--- config.mk ---
export PLATFORM = sky130hd
export DESIGN_NAME = tmrc_top
export DESIGN_NICKNAME = d
export VERILOG_FILES = /design/src/tmrc_pkg.sv /design/src/tmrc_top.sv
export SDC_FILE = /design/constraint.sdc
export NUM_CORES = 1
export LEC_CHECK = 0
export BUFFER_PORTS_ARGS = -buffer_cell sky130_fd_sc_hd__buf_2
export CORE_MARGIN = 1.5
export CORE_UTILIZATION = 40
export CTS_CLUSTER_SIZE = 28
export DETAILED_ROUTE_END_ITERATION = 10
export GPL_ROUTABILITY_DRIVEN = 1
export GPL_TIMING_DRIVEN = 0
export MAX_ROUTING_LAYER = met4
export PLACE_DENSITY_LB_ADDON = 0.2
export RECOVER_POWER = 50
export SYNTH_ARGS = -nofsm -noshare
export SYNTH_HDL_FRONTEND = slang
export SYNTH_SLANG_ARGS = --single-unit
--- constraint.sdc ---
create_clock -name pclk -period 6.3 [get_ports pclk]
set_clock_uncertainty 0.15 [all_clocks]
set_input_delay 0.945 -clock pclk [delete_from_list [all_inputs] [get_ports pclk]]
set_output_delay 0.945 -clock pclk [all_outputs]
set_load 0.01 [all_outputs]
--- src/tmrc_pkg.sv ---
// Shared constants for the timer run and cascade control block
package tmrc_pkg;
   // ==========================================================
   // Register byte offsets
   localparam logic [7:0] TMRC_CTRL_OFS = 8'h00;
   localparam logic [7:0] TMRC_MODE_OFS = 8'h04;
   localparam logic [7:0] TMRC_T1_OFS = 8'h08;
   localparam logic [7:0] TMRC_T2_OFS = 8'h0c;
   localparam logic [7:0] TMRC_T3_OFS = 8'h10;
   localparam logic [7:0] TMRC_PAIR_OFS = 8'h14;
   // ==========================================================
   // Field positions and control field width
   localparam int TMRC_CTRL_W = 4;
   localparam int TMRC_RUN1_BIT = 0;
   localparam int TMRC_RUN2_BIT = 1;
   localparam int TMRC_RUN3_BIT = 2;
   localparam int TMRC_CASC_BIT = 3;
   localparam int TMRC_CAPSEL_BIT = 0;
   // ==========================================================
   // Reset values and count constants
   localparam logic [3:0] TMRC_CTRL_RST = 4'h0;
   localparam logic TMRC_CAPSEL_RST = 1'b0;
   localparam logic [7:0] TMRC_CNT8_RST = 8'h00;
   localparam logic [7:0] TMRC_CNT8_MAX = 8'hff;
   localparam logic [7:0] TMRC_CNT8_ONE = 8'h01;
   localparam logic [15:0] TMRC_CNT16_RST = 16'h0000;
   localparam logic [15:0] TMRC_CNT16_ONE = 16'h0001;
   localparam logic [15:0] TMRC_PAIR_RST = 16'hffff;
   localparam logic [31:0] TMRC_RDATA_RST = 32'h0000_0000;
endpackage

--- src/tmrc_top.sv ---
// Run, cascade and timer 3 mode control with an APB register slave
// Notes on behaviour
// Timer 2 run bit gates timer 2 increments; clear means hold.
// Writing 1 to timer 2 run starts it, 0 stops it.
// Cascade bit 3 of control joins timers into 16 bits, timer 2 high.
// Software keeps timer 2 run set in cascade, else upper byte holds.
// In cascade, setting timer 1 run starts the combined counter.
// In cascade, clearing timer 1 run stops the combined counter.
// Without cascade, timer 1 run starts timer 1 as its own 8 bits.
// Timer 3 run bit starts timer 3 when set, stops when clear.
// Select 1: pair captures timer 3; timer 3 runs without period.
// Select 0: pair is the period register of timer 3.
// A stopped timer keeps its count and resumes from it.
`timescale 1ns/1ps
`default_nettype none
module tmrc_top
   import tmrc_pkg::*;
(
   input wire logic pclk,
   input wire logic presetn,
   input wire logic psel,
   input wire logic penable,
   input wire logic pwrite,
   input wire logic [7:0] paddr,
   input wire logic [31:0] pwdata,
   output logic [31:0] prdata,
   output logic pready,
   output logic pslverr,
   input wire logic count_tick,
   input wire logic capture_pin
);
   // ==========================================================
   // Register state
   logic [TMRC_CTRL_W-1:0] ctrl_q, ctrl_d;
   logic capsel_q, capsel_d;
   logic [7:0] t1_q, t1_d, t2_q, t2_d;
   logic [15:0] t3_q, t3_d, pair_q, pair_d;
   logic [31:0] prdata_q, prdata_d;
   logic cap_s1_q, cap_s2_q, cap_s3_q;
   logic hit, acc, wr;
   logic wr_ctrl, wr_mode, wr_t1, wr_t2, wr_t3, wr_pair;
   logic run1, run2, run3, casc, cap_edge, t1_inc, t2_inc, t3_inc;
   logic t3_wrap;
   logic [31:0] rdata;

   assign run1 = ctrl_q[TMRC_RUN1_BIT];
   assign run2 = ctrl_q[TMRC_RUN2_BIT];
   assign run3 = ctrl_q[TMRC_RUN3_BIT];
   assign casc = ctrl_q[TMRC_CASC_BIT];
   // First stage is read only by the second
   assign cap_edge = cap_s2_q & ~cap_s3_q;

   // ==========================================================
   // APB decode
   always_comb begin
      hit = 1'b1;
      rdata = TMRC_RDATA_RST;
      if (paddr == TMRC_CTRL_OFS) begin
         rdata = {{(32-TMRC_CTRL_W){1'b0}}, ctrl_q};
      end else if (paddr == TMRC_MODE_OFS) begin
         rdata = {31'h0000_0000, capsel_q};
      end else if (paddr == TMRC_T1_OFS) begin
         rdata = {24'h00_0000, t1_q};
      end else if (paddr == TMRC_T2_OFS) begin
         rdata = {24'h00_0000, t2_q};
      end else if (paddr == TMRC_T3_OFS) begin
         rdata = {16'h0000, t3_q};
      end else if (paddr == TMRC_PAIR_OFS) begin
         rdata = {16'h0000, pair_q};
      end else begin
         hit = 1'b0;
      end
   end

   // Zero wait states; read data is captured in the setup cycle
   assign acc = psel & penable;
   assign pready = 1'b1;
   assign pslverr = acc & ~hit;
   assign prdata = prdata_q;
   assign wr = acc & pwrite & hit;
   assign wr_ctrl = wr & (paddr == TMRC_CTRL_OFS);
   assign wr_mode = wr & (paddr == TMRC_MODE_OFS);
   assign wr_t1 = wr & (paddr == TMRC_T1_OFS);
   assign wr_t2 = wr & (paddr == TMRC_T2_OFS);
   assign wr_t3 = wr & (paddr == TMRC_T3_OFS);
   assign wr_pair = wr & (paddr == TMRC_PAIR_OFS);

   // ==========================================================
   // Timer next state
   always_comb begin
      ctrl_d = ctrl_q;
      capsel_d = capsel_q;
      t1_d = t1_q;
      t2_d = t2_q;
      t3_d = t3_q;
      pair_d = pair_q;
      prdata_d = prdata_q;
      if (psel & ~penable) begin
         prdata_d = rdata;
      end
      if (wr_ctrl) begin
         ctrl_d = pwdata[TMRC_CTRL_W-1:0];
      end
      if (wr_mode) begin
         capsel_d = pwdata[TMRC_CAPSEL_BIT];
      end
      t1_inc = count_tick & run1;
      // Upper byte needs both run bits in cascade
      if (casc) begin
         t2_inc = t1_inc & run2 & (t1_q == TMRC_CNT8_MAX);
      end else begin
         t2_inc = count_tick & run2;
      end
      t3_inc = count_tick & run3;
      t3_wrap = ~capsel_q & (t3_q == pair_q);
      // Stopped counters simply keep their value
      if (wr_t1) begin
         t1_d = pwdata[7:0];
      end else if (t1_inc) begin
         t1_d = t1_q + TMRC_CNT8_ONE;
      end
      if (wr_t2) begin
         t2_d = pwdata[7:0];
      end else if (t2_inc) begin
         t2_d = t2_q + TMRC_CNT8_ONE;
      end
      if (wr_t3) begin
         t3_d = pwdata[15:0];
      end else if (t3_inc & t3_wrap) begin
         t3_d = TMRC_CNT16_RST;
      end else if (t3_inc) begin
         t3_d = t3_q + TMRC_CNT16_ONE;
      end
      // Capture beats a software write to the pair
      if (capsel_q & cap_edge) begin
         pair_d = t3_q;
      end else if (wr_pair & ~capsel_q) begin
         pair_d = pwdata[15:0];
      end
   end

   always_ff @(posedge pclk or negedge presetn) begin
      if (!presetn) begin
         ctrl_q <= TMRC_CTRL_RST;
         capsel_q <= TMRC_CAPSEL_RST;
         t1_q <= TMRC_CNT8_RST;
         t2_q <= TMRC_CNT8_RST;
         t3_q <= TMRC_CNT16_RST;
         pair_q <= TMRC_PAIR_RST;
         prdata_q <= TMRC_RDATA_RST;
      end else begin
         ctrl_q <= ctrl_d;
         capsel_q <= capsel_d;
         t1_q <= t1_d;
         t2_q <= t2_d;
         t3_q <= t3_d;
         pair_q <= pair_d;
         prdata_q <= prdata_d;
      end
   end

   // ==========================================================
   // Capture pin synchroniser
   always_ff @(posedge pclk or negedge presetn) begin
      if (!presetn) begin
         cap_s1_q <= 1'b0;
         cap_s2_q <= 1'b0;
         cap_s3_q <= 1'b0;
      end else begin
         cap_s1_q <= capture_pin;
         cap_s2_q <= cap_s1_q;
         cap_s3_q <= cap_s2_q;
      end
   end
endmodule
`default_nettype wire

==> metrics.yaml <==
run_status: "finished, final reports clean"
initial_drt_markers: 180
ff2ff_path_depth: 8
ys_seq_elements: 72
cts_htree_levels: 3
flow.area_growth_from_synthesis_pct: 16.22
fin_crit_sh_pct: 48.19
fp.dieH_um: 106.7
worst-r2r-setup-slack_ns: 3.89
fin_util_pct: 48.24
portBuffers: 46
hold_path.class: "reg -> reg"
setup-violations-final: 0
ctsHoldBuffers: 0
worst_hold_path.num_cells: 0
synthesis.instances: 480
critPathMaxFanout: 10
wl_um: 11560
grt_setup_unrepaired: "false"
pin_count_of_the_biggest_net_entering_global_routing: 53
post_synthesis_average_cell_area_um2: 8.967
timing.final.crit_period_ns: 3.036
cts_sinks: 72
global_routing_usage_summed_across_all_routing_layers_pct: 22.14
coreArea_um2: 10370
critPathKind: "in -> reg"
power-per-cell-area_nw_per_um2: 187.9
place.detailed.hpwl_um: 8607
beginning_of_the_worst_hold_path: "cap_s1_q$_DFF_PN0_"
max_freq_ghz: 0.3294
worst_pin_slew_ns: 1.251
hold-path-endpoint: "cap_s2_q$_DFF_PN0_"
grt_pass1_wl_um: 18890
r2r-start: "t3_q[2]$_DFFE_PN0P_"
antenna-diode-count: 0
slew-limit-headroom_pct: 16.57
initial_antenna_violation_count: 0
power.share.sequential_pct: 49.6
floorplan.io_pins: 81
number_of_buffers_on_the_longest_clock_path: 2
final_net_count: 603
power.total_mw: 0.9399
worst_hold_slack_ns: 0.2039
synth_sequential_area_ratio_pct: 42.33
power_switching_mw: 0.2193
start_util_pct: 41.51
gr-total-overflow: 0
max_cap_viol_count: 0
drcViolationCount: 0
vias: 3707
routed_via_density: 5.341
cp-start-kind: "input port"
worst_skew_pair_later_pin_latency_ns: 0.36
hold_violations: 0
finalSetupTns_ns: 0
async_flop_share_pct: 100.0
rr_endpoint: "t3_q[2]$_DFFE_PN0P_"
timing.critical_path.required_ns: 6.39
post-cts-setup-buffers: 0
report.final.slew_viol_count: 0
number_of_global_route_vias_before_repair: 3581
internal_power_mw: 0.7206
clock_tree.root_cell: "sky130_fd_sc_hd__clkbuf_8"
cts_tree: "done"
synth_edf_count: 0
die_w_um: 106.7
placed_cells_incl_taps: 678
post_layout_nonfiller_instances: 694
finalWeightedCongestion: 0.8898
power.ir.vdd_worst_mv: 0.09316
p_leak_nw: 2.283
rows: 37
numCtsBuffers: 9
power.switching_fraction_pct: 23.33
arrival_time_of_the_worst_setup_path_ns: 3.12
drive_gt1_share_pct: 19.53
avgRoutedWirePerCell_um: 16.65
synth_ff_type: "sky130_fd_sc_hd__dfrtp_1"
critPathCaptureType: "flop"
clock_power_share_pct: 44.0
drt_pre_antenna_iters: 9
clock_slew_seen_by_the_registers_of_the_worst_setup_and_hold_paths_ns: 0.08
number_of_different_library_cells_in_the_post_synthesis_netlist: 51
detail_route_antenna_nets: 0
post_cts_resized: 0
ys.warnings.count: 0
synthesis.area_um2: 4304
power.combinational.fraction_pct: 6.4
die_area_um2: 11390
[layout by cell type (no fill, tap or decap), types with 2 or more instances in the layout]
cell	Yosys	routed
sky130_fd_sc_hd__and2_1	6	6
sky130_fd_sc_hd__clkinvlp_4	0	2
sky130_fd_sc_hd__nor4_1	2	2
sky130_fd_sc_hd__nor2_1	32	32
sky130_fd_sc_hd__ha_1	3	3
sky130_fd_sc_hd__nand2_1	83	83
sky130_fd_sc_hd__buf_1	2	2
sky130_fd_sc_hd__nor3_1	8	8
sky130_fd_sc_hd__clkbuf_1	21	28
sky130_fd_sc_hd__mux2_2	5	5
sky130_fd_sc_hd__a221oi_1	6	6
sky130_fd_sc_hd__o21ai_0	45	45
sky130_fd_sc_hd__buf_6	3	3
sky130_fd_sc_hd__clkbuf_8	0	10
sky130_fd_sc_hd__nand3_1	21	21
sky130_fd_sc_hd__buf_4	17	17
sky130_fd_sc_hd__a21oi_1	18	18
sky130_fd_sc_hd__dfrtp_1	56	56
sky130_fd_sc_hd__and4_1	2	2
sky130_fd_sc_hd__buf_2	3	43
sky130_fd_sc_hd__dfstp_2	16	16
sky130_fd_sc_hd__a31oi_1	2	2
sky130_fd_sc_hd__xnor2_4	2	2
sky130_fd_sc_hd__bufinv_16	0	2
sky130_fd_sc_hd__a22oi_1	8	8
sky130_fd_sc_hd__o2bb2ai_1	2	2
sky130_fd_sc_hd__nand2b_1	3	3
sky130_fd_sc_hd__conb_1	2	17
sky130_fd_sc_hd__nand4_1	16	16
sky130_fd_sc_hd__mux2i_1	28	28
sky130_fd_sc_hd__xor2_1	16	16
sky130_fd_sc_hd__o22ai_1	2	2
sky130_fd_sc_hd__xnor2_1	20	20
sky130_fd_sc_hd__and3_1	10	10
[worst max-delay path, cell delays in order]
cell and delay (ns):
sky130_fd_sc_hd__buf_2 0.10, sky130_fd_sc_hd__nor3_2 0.41, sky130_fd_sc_hd__nand3_1 0.41, sky130_fd_sc_hd__nor3_1 0.77, sky130_fd_sc_hd__buf_2 0.35, sky130_fd_sc_hd__o21ai_0 0.13
[cell type report]
type                    count  area (µm²)
clock inverters             5       80.08
clock buffers              11       141.4
fillers                  1004        5368
well taps                 136       170.2
inverters                   1       3.754
multi-input cells         376        2272
plain buffers              46       262.8
flip-flops and latches     72        1822
repair buffers             47       250.2
[cells by family (layout without fill, tap and decap cells)]
group                    Yosys count  count (layout)  share of synthesized area, %
other                              2              17                        0.1745
adder cells (fa/ha/maj)            3               3                        0.8722
AND/OR/NAND/NOR                  192             192                         20.87
multiplexers                      33              33                         7.820
AO/OA/AOI/OAI                     93              93                         13.14
XOR/XNOR                          38              38                         8.605
buffers and inverters             47             110                         6.192
flip-flops                        72              72                         42.33
[power by group through the flow]
stage	clock [mW]	sequential, mW	combinational [mW]
2_1_floorplan	0	0.475	0.0273
3_3_place_gp	0	0.475	0.0573
3_5_place_dp	0	0.475	0.0602
4_1_cts	0.427	0.466	0.0603
5_1_grt	0.444	0.467	0.0668
6_report	0.414	0.466	0.0598
[through the flow]
| step | setup WS [ns] | area [µm²] |
|---|---|---|
| 5_1_grt | 3.150 | 5002 |
| 3_3_place_gp | 3.079 | 4761 |
| 4_1_cts | 3.331 | 5012 |
| 3_5_place_dp | 2.956 | 4791 |
| 2_1_floorplan | 3.733 | 4360 |
| 6_report | 3.264 | 5002 |
[worst max path at each step]
stage | start | to | slack, ns | cells past startpoint
floorplan | count_tick | t3_q[2]$_DFFE_PN0P_ | 3.73 | 6
global placement | paddr[7] | t1_q[6]$_DFFE_PN0P_ | 3.08 | 6
detailed placement | paddr[7] | t1_q[6]$_DFFE_PN0P_ | 2.96 | 6
CTS | paddr[7] | t1_q[6]$_DFFE_PN0P_ | 3.33 | 6
global route | paddr[7] | t1_q[5]$_DFFE_PN0P_ | 3.15 | 7
finish | paddr[7] | t1_q[7]$_DFFE_PN0P_ | 3.26 | 6
[metal layers]
metal	vias to the layer above	GRT usage (%)	part of all wire, %
met5	-	-	0
li1	1790	-	-
met4	0	8.381	2.2
met2	127	33.01	44
met1	1770	30.57	48
met3	20	3.283	5.1
[registers in the layout, indices dropped and copies added (netlist names), 4 cells and up]
| signal | count |
|---|---|
| t2_q | 8 |
| ctrl_q | 4 |
| prdata | 16 |
| pair_q | 16 |
| t3_q | 16 |
| t1_q | 8 |
[cells in the mapped netlist, drive strengths merged (6+ instances only)]
master  number  area share, %
xnor2       22            5.3
a21oi       19            2.3
clkbuf      21            1.8
and3        10            1.5
xor2        16            3.3
dfrtp       56             33
nand2       83            7.2
o21ai       45            5.2
a221oi       6            1.2
and2         6           0.87
a22oi        9            1.9
nand3       21            2.4
nor2        32            2.8
dfstp       16            9.8
nor3         9            1.2
nand4       16            2.3
mux2i       28            6.5
buf         25            4.3
No activity file was read; power rests on OpenSTA's default activity.
